[src/core/mcst_pkg.sv]
// constants, register map and state encoding of the transceiver control and status timing block
package mcst_pkg;
	// clock and timebase
	localparam int CLK_MHZ  = 200;
	localparam int TICK_US  = 1;
	localparam int TICK_CYC = CLK_MHZ * TICK_US;
	localparam logic [7:0] TICK_LAST = 8'(TICK_CYC - 1);

	// documented times, in their own units
	localparam int T_OFF_US          = 100;
	localparam int T_ON_MS           = 2;
	localparam int T_2W_MS           = 300;
	localparam int T_START_MS        = 300;
	localparam int T_COOLED_MIN_S    = 10;
	localparam int T_COOLED_MAX_S    = 90;
	localparam int T_PL2_MS          = 300;
	localparam int T_PD_MS           = 300;
	localparam int T_FAULT_MS        = 1;
	localparam int T_FAULT_COOLED_MS = 50;
	localparam int T_RESET_US        = 10;
	localparam int T_RS_FC_US        = 500;
	localparam int T_RS_MS           = 10;
	localparam int T_LOS_ON_US       = 100;
	localparam int T_LOS_OFF_US      = 100;

	// derived counts in timebase ticks
	localparam int US_PER_MS = 1000;
	localparam int MS_PER_S  = 1000;
	localparam int START_TICKS_DEF  = T_START_MS * US_PER_MS / TICK_US;
	localparam int MGMT_TICKS_DEF   = T_2W_MS * US_PER_MS / TICK_US;
	localparam int COOLED_TICKS_DEF = T_COOLED_MIN_S * MS_PER_S * US_PER_MS / TICK_US;
	localparam int PL2_TICKS_DEF    = T_PL2_MS * US_PER_MS / TICK_US;
	localparam int RS_FC_TICKS_DEF  = T_RS_FC_US / TICK_US;
	localparam int RS_TICKS_DEF     = T_RS_MS * US_PER_MS / TICK_US;
	localparam int LOS_TICKS_DEF    = T_LOS_ON_US / TICK_US;

	// least hold of the transmit-off pin that clears a fault, in clock cycles
	localparam int RESET_HOLD_CYC = (T_RESET_US * CLK_MHZ * 1000 + 999) / 1000;
	localparam logic [11:0] RESET_HOLD_C = 12'(RESET_HOLD_CYC);

	localparam int CNT_W = 27;

	// register map
	localparam logic [7:0] ADDR_CTRL   = 8'h00;
	localparam logic [7:0] ADDR_LOSF   = 8'h04;
	localparam logic [7:0] ADDR_STATUS = 8'h08;
	localparam logic [7:0] ADDR_FAULTS = 8'h0c;
	localparam int CTRL_COOLED  = 0;
	localparam int CTRL_FC      = 1;
	localparam int CTRL_SOFTOFF = 2;
	localparam logic [2:0] CTRL_RESET = 3'h0;
	localparam logic [6:0] LOSF_RESET = 7'h0a;

	typedef enum logic [3:0] {
		MCST_UNPOWERED = 4'b0001,
		MCST_STARTING  = 4'b0010,
		MCST_RUNNING   = 4'b0100,
		MCST_FAULTED   = 4'b1000
	} mcst_state_e;
endpackage

[src/core/mcst_top.sv]
// control and status timing logic of a pluggable optical transceiver, with an apb register slave
// Summary of operation
// - transmit-off rising turns the laser off within one clock cycle.
// - transmit-off falling while running turns the laser back on next cycle.
// - management interface reports ready within 300 ms of supply valid.
// - uncooled part reaches running within 300 ms after start or recovery.
// - cooled part reaches running after 10 s and well before 90 s.
// - power level two enable write completes within 300 ms.
// - power level two disable drops to level one next cycle.
// - uncooled part raises fault output one cycle after the fault.
// - cooled part also raises fault output one cycle after the fault.
// - fibre channel rate change settles within 500 us.
// - other rate change settles within 10 ms.
// - signal-lost output rises within 100 us of signal loss.
// - signal-lost output falls within 100 us of signal return.
//
// Added by the designer: the APB register port and the placing of the registers.
`timescale 1ns/1ps
`default_nettype none
module mcst_top
	import mcst_pkg::*;
#(
	parameter int unsigned START_UP_TICKS   = START_TICKS_DEF,
	parameter int unsigned MGMT_TICKS       = MGMT_TICKS_DEF,
	parameter int unsigned COOLED_MIN_TICKS = COOLED_TICKS_DEF,
	parameter int unsigned PL2_TICKS        = PL2_TICKS_DEF,
	parameter int unsigned RS_FC_TICKS      = RS_FC_TICKS_DEF,
	parameter int unsigned RS_TICKS         = RS_TICKS_DEF,
	parameter int unsigned LOS_TICKS        = LOS_TICKS_DEF
) (
	// clock and reset
	input  wire logic        core_clk_i,
	input  wire logic        nrst_i,
	// apb slave
	input  wire logic        psel_i,
	input  wire logic        penable_i,
	input  wire logic        pwrite_i,
	input  wire logic [7:0]  paddr_i,
	input  wire logic [31:0] pwdata_i,
	input  wire logic [3:0]  pstrb_i,
	output logic      [31:0] prdata_o,
	output logic             pready_o,
	output logic             pslverr_o,
	// module pins and sensors
	input  wire logic        supply_valid_i,
	input  wire logic        tx_off_req_i,
	input  wire logic        rate_select_low_i,
	input  wire logic        rate_select_high_i,
	input  wire logic        laser_fault_det_i,
	input  wire logic        optical_present_i,
	input  wire logic        pl2_on_stop_i,
	input  wire logic        pl2_off_stop_i,
	// status and control outputs
	output logic             laser_enable_o,
	output logic             tx_fault_o,
	output logic             rx_signal_lost_o,
	output logic             mgmt_ready_o,
	output logic             operational_o,
	output logic             high_power_o,
	output logic      [1:0]  rate_applied_o,
	output logic             rate_stable_o
);
	localparam logic [CNT_W-1:0] START_T  = CNT_W'(START_UP_TICKS - 1);
	localparam logic [CNT_W-1:0] COOLED_T = CNT_W'(COOLED_MIN_TICKS + 1);
	localparam logic [CNT_W-1:0] MGMT_T   = CNT_W'(MGMT_TICKS - 1);
	localparam logic [CNT_W-1:0] PL2_T    = CNT_W'(PL2_TICKS - 1);
	localparam logic [CNT_W-1:0] RS_FC_T  = CNT_W'(RS_FC_TICKS - 1);
	localparam logic [CNT_W-1:0] RS_T     = CNT_W'(RS_TICKS - 1);
	localparam logic [6:0]       LOSF_MAX = 7'(LOS_TICKS - 1);
	localparam logic [CNT_W-1:0] CNT_ONE  = CNT_W'(1);

	function automatic logic addr_hit(input logic [7:0] a);
		addr_hit = (a == ADDR_CTRL) || (a == ADDR_LOSF) ||
			(a == ADDR_STATUS) || (a == ADDR_FAULTS);
	endfunction

	logic [7:0]       tick_cnt_reg;
	logic             tick_reg;
	mcst_state_e      state_reg;
	mcst_state_e      state_next;
	logic [CNT_W-1:0] start_cnt_reg;
	logic [CNT_W-1:0] start_cnt_next;
	logic [CNT_W-1:0] mgmt_cnt_reg;
	logic [CNT_W-1:0] pl2_cnt_reg;
	logic             pl2_pend_reg;
	logic [CNT_W-1:0] rs_cnt_reg;
	logic [1:0]       rs_q_reg;
	logic [6:0]       los_cnt_reg;
	logic [11:0]      hold_cnt_reg;
	logic             tx_off_q_reg;
	logic [2:0]       ctrl_reg;
	logic [6:0]       losf_reg;
	logic [15:0]      faults_reg;
	logic             tx_off_fall;
	logic             fault_clear;
	logic [CNT_W-1:0] start_target;
	logic             apb_acc;
	logic             wr_en;
	logic [31:0]      rd_data;

	assign tx_off_fall  = tx_off_q_reg & ~tx_off_req_i;
	assign fault_clear  = tx_off_fall & (hold_cnt_reg >= RESET_HOLD_C);
	assign start_target = ctrl_reg[CTRL_COOLED] ? COOLED_T : START_T;
	assign apb_acc      = psel_i & penable_i & ~pready_o;
	assign wr_en        = psel_i & penable_i & pwrite_i & pready_o & pstrb_i[0];

	// one-microsecond timebase enable
	always_ff @(posedge core_clk_i or negedge nrst_i) begin
		if (!nrst_i) begin
			tick_cnt_reg <= 8'h00;
			tick_reg     <= 1'b0;
		end else begin
			tick_reg     <= (tick_cnt_reg == TICK_LAST);
			tick_cnt_reg <= (tick_cnt_reg == TICK_LAST) ? 8'h00 : tick_cnt_reg + 8'h01;
		end
	end

	// transmit-off edge and hold length, counted in cycles so 10 us is exact
	always_ff @(posedge core_clk_i or negedge nrst_i) begin
		if (!nrst_i) begin
			tx_off_q_reg <= 1'b1;
			hold_cnt_reg <= 12'h000;
		end else begin
			tx_off_q_reg <= tx_off_req_i;
			if (!tx_off_req_i) begin
				hold_cnt_reg <= 12'h000;
			end else if (hold_cnt_reg < RESET_HOLD_C) begin
				hold_cnt_reg <= hold_cnt_reg + 12'h001;
			end
		end
	end

	// start-up, running and fault sequencing
	always_comb begin
		state_next     = state_reg;
		start_cnt_next = start_cnt_reg;
		case (state_reg)
			MCST_UNPOWERED: begin
				if (supply_valid_i) begin
					state_next     = MCST_STARTING;
					start_cnt_next = '0;
				end
			end
			MCST_STARTING: begin
				if (laser_fault_det_i) begin
					state_next = MCST_FAULTED;
				end else if (tx_off_fall) begin
					start_cnt_next = '0;
				end else if (tick_reg) begin
					if (start_cnt_reg >= start_target) begin
						state_next = MCST_RUNNING;
					end else begin
						start_cnt_next = start_cnt_reg + CNT_ONE;
					end
				end
			end
			MCST_RUNNING: begin
				if (laser_fault_det_i) begin
					state_next = MCST_FAULTED;
				end
			end
			MCST_FAULTED: begin
				// latched until the host pulses transmit-off long enough or the supply drops
				if (fault_clear) begin
					state_next     = MCST_STARTING;
					start_cnt_next = '0;
				end
			end
			default: begin
				state_next = MCST_UNPOWERED;
			end
		endcase
		if (!supply_valid_i) begin
			state_next = MCST_UNPOWERED;
		end
	end

	always_ff @(posedge core_clk_i or negedge nrst_i) begin
		if (!nrst_i) begin
			state_reg     <= MCST_UNPOWERED;
			start_cnt_reg <= '0;
		end else begin
			state_reg     <= state_next;
			start_cnt_reg <= start_cnt_next;
		end
	end

	// laser drive and fault output follow the next state, so each reacts in one cycle
	always_ff @(posedge core_clk_i or negedge nrst_i) begin
		if (!nrst_i) begin
			laser_enable_o <= 1'b0;
			tx_fault_o     <= 1'b0;
			operational_o  <= 1'b0;
		end else begin
			laser_enable_o <= (state_next == MCST_RUNNING) & ~tx_off_req_i &
				~ctrl_reg[CTRL_SOFTOFF];
			tx_fault_o     <= (state_next == MCST_FAULTED);
			operational_o  <= (state_next == MCST_RUNNING);
		end
	end

	// fault counter for software
	always_ff @(posedge core_clk_i or negedge nrst_i) begin
		if (!nrst_i) begin
			faults_reg <= 16'h0000;
		end else if ((state_next == MCST_FAULTED) && (state_reg != MCST_FAULTED)) begin
			faults_reg <= faults_reg + 16'h0001;
		end
	end

	// management interface readiness after power is valid
	always_ff @(posedge core_clk_i or negedge nrst_i) begin
		if (!nrst_i) begin
			mgmt_cnt_reg <= '0;
			mgmt_ready_o <= 1'b0;
		end else if (!supply_valid_i) begin
			mgmt_cnt_reg <= '0;
			mgmt_ready_o <= 1'b0;
		end else if (tick_reg && !mgmt_ready_o) begin
			if (mgmt_cnt_reg >= MGMT_T) begin
				mgmt_ready_o <= 1'b1;
			end else begin
				mgmt_cnt_reg <= mgmt_cnt_reg + CNT_ONE;
			end
		end
	end

	// power level two: entry is settled, exit is immediate and wins a tie
	always_ff @(posedge core_clk_i or negedge nrst_i) begin
		if (!nrst_i) begin
			pl2_pend_reg <= 1'b0;
			pl2_cnt_reg  <= '0;
			high_power_o <= 1'b0;
		end else if (pl2_off_stop_i || !supply_valid_i) begin
			pl2_pend_reg <= 1'b0;
			high_power_o <= 1'b0;
		end else if (pl2_on_stop_i && !high_power_o) begin
			pl2_pend_reg <= 1'b1;
			pl2_cnt_reg  <= '0;
		end else if (pl2_pend_reg && tick_reg) begin
			if (pl2_cnt_reg >= PL2_T) begin
				pl2_pend_reg <= 1'b0;
				high_power_o <= 1'b1;
			end else begin
				pl2_cnt_reg <= pl2_cnt_reg + CNT_ONE;
			end
		end
	end

	// rate select: any change restarts settling, limit depends on fibre channel mode
	always_ff @(posedge core_clk_i or negedge nrst_i) begin
		if (!nrst_i) begin
			rs_q_reg       <= 2'b00;
			rs_cnt_reg     <= '0;
			rate_applied_o <= 2'b00;
			rate_stable_o  <= 1'b1;
		end else begin
			rs_q_reg <= {rate_select_high_i, rate_select_low_i};
			if (rs_q_reg != {rate_select_high_i, rate_select_low_i}) begin
				rs_cnt_reg    <= '0;
				rate_stable_o <= 1'b0;
			end else if (!rate_stable_o && tick_reg) begin
				if (rs_cnt_reg >= (ctrl_reg[CTRL_FC] ? RS_FC_T : RS_T)) begin
					rate_applied_o <= rs_q_reg;
					rate_stable_o  <= 1'b1;
				end else begin
					rs_cnt_reg <= rs_cnt_reg + CNT_ONE;
				end
			end
		end
	end

	// loss of signal filter; a mismatch must persist losf+1 ticks before the output flips
	always_ff @(posedge core_clk_i or negedge nrst_i) begin
		if (!nrst_i) begin
			los_cnt_reg      <= 7'h00;
			rx_signal_lost_o <= 1'b1;
		end else if (optical_present_i != rx_signal_lost_o) begin
			los_cnt_reg <= 7'h00;
		end else if (tick_reg) begin
			if (los_cnt_reg >= losf_reg) begin
				los_cnt_reg      <= 7'h00;
				rx_signal_lost_o <= ~optical_present_i;
			end else begin
				los_cnt_reg <= los_cnt_reg + 7'h01;
			end
		end
	end

	// software registers; filter writes are clamped so the loss deadline holds, the reset value is not clamped
	always_ff @(posedge core_clk_i or negedge nrst_i) begin
		if (!nrst_i) begin
			ctrl_reg <= CTRL_RESET;
			losf_reg <= LOSF_RESET;
		end else if (wr_en) begin
			if (paddr_i == ADDR_CTRL) begin
				ctrl_reg <= pwdata_i[2:0];
			end
			if (paddr_i == ADDR_LOSF) begin
				losf_reg <= (pwdata_i[6:0] > LOSF_MAX) ? LOSF_MAX : pwdata_i[6:0];
			end
		end
	end

	// read mux
	always_comb begin
		rd_data = 32'h0000_0000;
		case (paddr_i)
			ADDR_CTRL:   rd_data = {29'h0, ctrl_reg};
			ADDR_LOSF:   rd_data = {25'h0, losf_reg};
			ADDR_STATUS: rd_data = {20'h0, state_reg, rate_stable_o, rate_applied_o,
				high_power_o, mgmt_ready_o, rx_signal_lost_o, tx_fault_o, laser_enable_o};
			ADDR_FAULTS: rd_data = {16'h0, faults_reg};
			default:     rd_data = 32'h0000_0000;
		endcase
	end

	// one wait state keeps every bus output a flop
	always_ff @(posedge core_clk_i or negedge nrst_i) begin
		if (!nrst_i) begin
			pready_o  <= 1'b0;
			pslverr_o <= 1'b0;
			prdata_o  <= 32'h0000_0000;
		end else begin
			pready_o  <= apb_acc;
			pslverr_o <= apb_acc & ~addr_hit(paddr_i);
			prdata_o  <= (apb_acc && !pwrite_i) ? rd_data : 32'h0000_0000;
		end
	end
endmodule
`default_nettype wire

[config.mk]
export PLATFORM = sky130hd
export DESIGN_NAME = mcst_top
export DESIGN_NICKNAME = d
export VERILOG_FILES = /design/src/core/mcst_pkg.sv /design/src/core/mcst_top.sv
export SDC_FILE = /design/constraint.sdc
export NUM_CORES = 1
export LEC_CHECK = 0
export BUFFER_PORTS_ARGS = -buffer_cell sky130_fd_sc_hd__buf_4
export CAP_MARGIN = 15
export CORE_MARGIN = 5
export CORE_UTILIZATION = 42
export DETAILED_ROUTE_END_ITERATION = 8
export HOLD_SLACK_MARGIN = 0.05
export PLACE_DENSITY = 0.57
export SETUP_SLACK_MARGIN = 0.1
export SYNTH_ARGS = -nofsm -noshare
export SYNTH_HDL_FRONTEND = slang
export SYNTH_SLANG_ARGS = --single-unit
[constraint.sdc]
create_clock -name core_clk_i -period 3.6 [get_ports core_clk_i]
set_clock_uncertainty 0.15 [all_clocks]
set_input_delay 0.18 -clock core_clk_i [delete_from_list [all_inputs] [get_ports core_clk_i]]
set_output_delay 0.18 -clock core_clk_i [all_outputs]
set_load 0.005 [all_outputs]
==> reports/qor.json <==
{
  "synthesis": {
    "synth-seq-area-share": 0.485,
    "synthMostInstantiatedCell": "sky130_fd_sc_hd__dfrtp_1",
    "mappedNetlistArea_mm2": 0.0102,
    "synth.distinct_cells": 68,
    "post_synth_inst_count": 1041,
    "ys.warnings.count": 0,
    "ys_top_cells_by_count": "sky130_fd_sc_hd__dfrtp_1 (191), sky130_fd_sc_hd__nor2_1 (103), sky130_fd_sc_hd__nand2_1 (91), sky130_fd_sc_hd__nand3_1 (54), sky130_fd_sc_hd__xnor2_1 (46)",
    "synth_area_per_cell_um2": 9.78,
    "synthArstFlopShare": 1.00,
    "area_share_of_the_largest_cell_type_after_synthesis": 0.470,
    "synth.largest_area_cell": "sky130_fd_sc_hd__dfrtp_1",
    "synthFlopType": "sky130_fd_sc_hd__dfrtp_1",
    "top_cells_by_area_synth": "sky130_fd_sc_hd__dfrtp_1 (47%), sky130_fd_sc_hd__ha_1 (4.4%), sky130_fd_sc_hd__xnor2_1 (4.0%)",
    "number_of_enable_type_register_cells_in_the_synthesized_netlist": 0,
    "ys_ff_latch": 197
  },
  "setup_path": {
    "path_cells": "ha_1, or4_1, nor4_1, nand2_1, or4_1, a21oi_1",
    "timing.critical_path.required_ns": 3.80,
    "reg2reg_setup_slack_ns": 0.34,
    "endpoint": "rs_cnt_reg[11]",
    "startpoint": "ctrl_reg[1]",
    "worstPathMaxFanout": 14,
    "worstPathArrival_ns": 3.46,
    "critical_path.most_common_cell": "sky130_fd_sc_hd__or4_1",
    "cp-start-kind": "register",
    "worst_path_max_delay_cell": "sky130_fd_sc_hd__nor4_1",
    "r2r_start": "ctrl_reg[1]",
    "reg2reg_depth": 6,
    "reg2reg_capture_point": "rs_cnt_reg[11]",
    "setup.worst_path.end_class": "register",
    "worst-setup-path-type": "reg2reg",
    "critical-path-max-stage-delay_ns": 0.65
  },
  "place": {
    "placed_cells": 1401,
    "place.gp.congestion": 0.816,
    "placement.io_buffers": 55,
    "place.detailed.hpwl_um": 15800
  },
  "sta": {
    "fin_crit_ns": 3.26,
    "worst_slew_margin_rel": 0.450,
    "post-route-period-util": 0.906,
    "max_freq_ghz": 0.307,
    "pin_slew_with_the_least_headroom_to_its_limit_ns": 0.817,
    "setup_viol_count_final": 0,
    "timing_hold_violations_final": 0,
    "totalNegativeSetupSlack_ns": 0,
    "rsz0062_at_grt": "false",
    "slew_viol_final": 0
  },
  "drt": {
    "antenna_left": 0,
    "drt_first_iter_violations": 435,
    "wire_per_inst_um": 15.4,
    "totalWireLength_um": 22300,
    "vias_per_cell": 5.30,
    "detailedRoute.firstPassIterationCount": 5,
    "detail_route.drc_violations": 0,
    "number_of_vias_after_detailed_routing": 7700
  },
  "clock_network": {
    "numCtsBuffers": 17,
    "cts.clk_slew.worst_paths_ns": 0.08,
    "htree_levels": 4,
    "cts.root.buffer_cell": "sky130_fd_sc_hd__clkbuf_16",
    "maximum_clock_path_buffer_count": 2,
    "cts_sinks": 197,
    "clk-insertion-delay-late_ns": 0.44,
    "tritoncts": "done",
    "post_cts_buffers": 0
  },
  "global_route": {
    "track_usage": 0.168,
    "grt_start_max_net_pins": 74,
    "number_of_global_route_vias_before_repair": 7531,
    "antenna_violations_before_repair": 0,
    "grt_first_pass_wirelength_um": 38700,
    "globalRouteOverflowTotal": 0
  },
  "pwr": {
    "power.leakage_nw": 5.30,
    "power.ir.vdd_worst_uv": 324,
    "power_density_mw_per_mm2": 394
  },
  "layout": {
    "drive_above_1_share": 0.112,
    "antenna-diode-count": 0,
    "syn2layout_area_growth_pct": 15.6,
    "final_util": 0.488,
    "layout.nets": 1210,
    "area_of_all_sequential_standard_cells_mm2": 0.00494,
    "nFillCells": 2287,
    "layoutNonFillerInstCount": 1454,
    "multiInputGateArea_mm2": 0.00494
  },
  "floorplan": {
    "floorplan.die_area_mm2": 0.0275,
    "coreArea_mm2": 0.0241,
    "io_pins": 100,
    "die_height_um": 166,
    "die_width_um": 166,
    "initial_core_util": 0.422,
    "placement_rows": 57
  },
  "flow_run": {
    "maxCapViolations": 0
  },
  "outcome": {
    "run_status": "finished, final reports clean"
  },
  "hold_path": {
    "min_path_type": "in2reg"
  }
}
-- metrics by stage --
| step | hold slack [ns] | power, mW | cell area (um2) | setup slack (ns) |
|---|---|---|---|---|
| after global routing | 0.0858 | 4.85 | 11800 | 0.147 |
| after detailed placement | 0.0985 | 2.71 | 10900 | 0.431 |
| after CTS | 0.0784 | 4.71 | 11800 | 0.414 |
| after floorplan | -0.266 | 2.55 | 10200 | 0.672 |
| after global placement | 0.0936 | 2.70 | 10900 | 0.455 |
| final | 0.0515 | 4.64 | 11800 | 0.338 |
-- cell type report --
cell class / instances / area share
Multi-Input combinational cell: 779 / 0.420
Clock buffer: 18 / 0.0373
Sequential cell: 197 / 0.420
Clock inverter: 14 / 0.0151
Timing Repair Buffer: 91 / 0.0641
Tap cell: 324 / 0.0344
Inverter: 31 / 0.00989
-- cell families (layout without fill, tap and decap cells) --
| group | after synthesis | count (layout) | share of synthesized area |
|---|---|---|---|
| AOI/OAI and AO/OA | 168 | 168 | 0.109 |
| muxes | 21 | 21 | 0.0254 |
| other | 1 | 16 | 0.000368 |
| and+or+nand+nor | 470 | 470 | 0.242 |
| xor gates and xnor gates | 68 | 68 | 0.0585 |
| DFF | 197 | 197 | 0.485 |
| buffers and inverters | 80 | 154 | 0.0355 |
| adders and majority gates | 36 | 36 | 0.0442 |
-- layout by cell type, fill, tap and decap left out, types with 7 or more instances in the layout --
master and count:
sky130_fd_sc_hd__nor4_1 22, sky130_fd_sc_hd__buf_4 68, sky130_fd_sc_hd__dfrtp_1 191, sky130_fd_sc_hd__nand2_1 91, sky130_fd_sc_hd__nand4_1 29, sky130_fd_sc_hd__clkbuf_16 17
sky130_fd_sc_hd__and4_1 7, sky130_fd_sc_hd__mux2i_1 9, sky130_fd_sc_hd__a21oi_1 30, sky130_fd_sc_hd__nand3_1 54, sky130_fd_sc_hd__and2_1 26, sky130_fd_sc_hd__o211ai_1 8
sky130_fd_sc_hd__ha_1 36, sky130_fd_sc_hd__or3_1 11, sky130_fd_sc_hd__o21ai_0 43, sky130_fd_sc_hd__mux2_2 9, sky130_fd_sc_hd__or4_1 21, sky130_fd_sc_hd__a21o_1 7
sky130_fd_sc_hd__nor3_1 19, sky130_fd_sc_hd__dlygate4sd3_1 21, sky130_fd_sc_hd__o21a_1 15, sky130_fd_sc_hd__conb_1 16, sky130_fd_sc_hd__and3_1 33, sky130_fd_sc_hd__nor2b_1 18
sky130_fd_sc_hd__xor2_1 22, sky130_fd_sc_hd__o31ai_1 16, sky130_fd_sc_hd__nand2b_1 11, sky130_fd_sc_hd__xnor2_1 46, sky130_fd_sc_hd__nor2_1 103, sky130_fd_sc_hd__inv_1 31
sky130_fd_sc_hd__nor3b_1 9
-- where the power goes --
group / leakage, nW / total [mW] / switching [mW] / internal [mW]
Sequential: 2.69 / 2.28 / 0.0367 / 2.24
Combinational: 2.30 / 0.394 / 0.258 / 0.135
Clock: 0.297 / 1.97 / 0.949 / 1.02
-- timing repair --
item                                   CTS  global route
gates resized for setup                  0             0
endpoints found under the hold margin  129             0
hold buffers                            21             0
-- worst min path at each step --
| stage | start | end | slack [ns] | cells after the start |
|---|---|---|---|---|
| after floorplan | nrst_i | ctrl_reg[0] | -0.27 | 0 |
| after global placement | nrst_i | pl2_cnt_reg[11] | 0.09 | 1 |
| after detailed placement | nrst_i | pl2_cnt_reg[11] | 0.1 | 1 |
| after CTS | pl2_off_stop_i | pl2_pend_reg | 0.08 | 5 |
| after global routing | paddr_i[1] | pslverr_o | 0.09 | 4 |
| final | paddr_i[0] | pslverr_o | 0.05 | 4 |
-- layer usage --
metal  track usage  vias up  routed length, um
li1              -     3869                  -
met1         0.238     3724              10900
met2         0.270       86              10600
met3        0.0293       21                575
met4        0.0427        0                293
met5             0        -                  0
-- worst max-delay path, delay by kind of cell (launching register included) --
kind	cells	cell delay (ns)
AO/OA/AOI/OAI	1	0.15
adder cells (fa/ha/maj)	1	0.23
flip-flops	1	0.49
AND/OR/NAND/NOR	4	2.17
(Power assumes the default switching activity.)
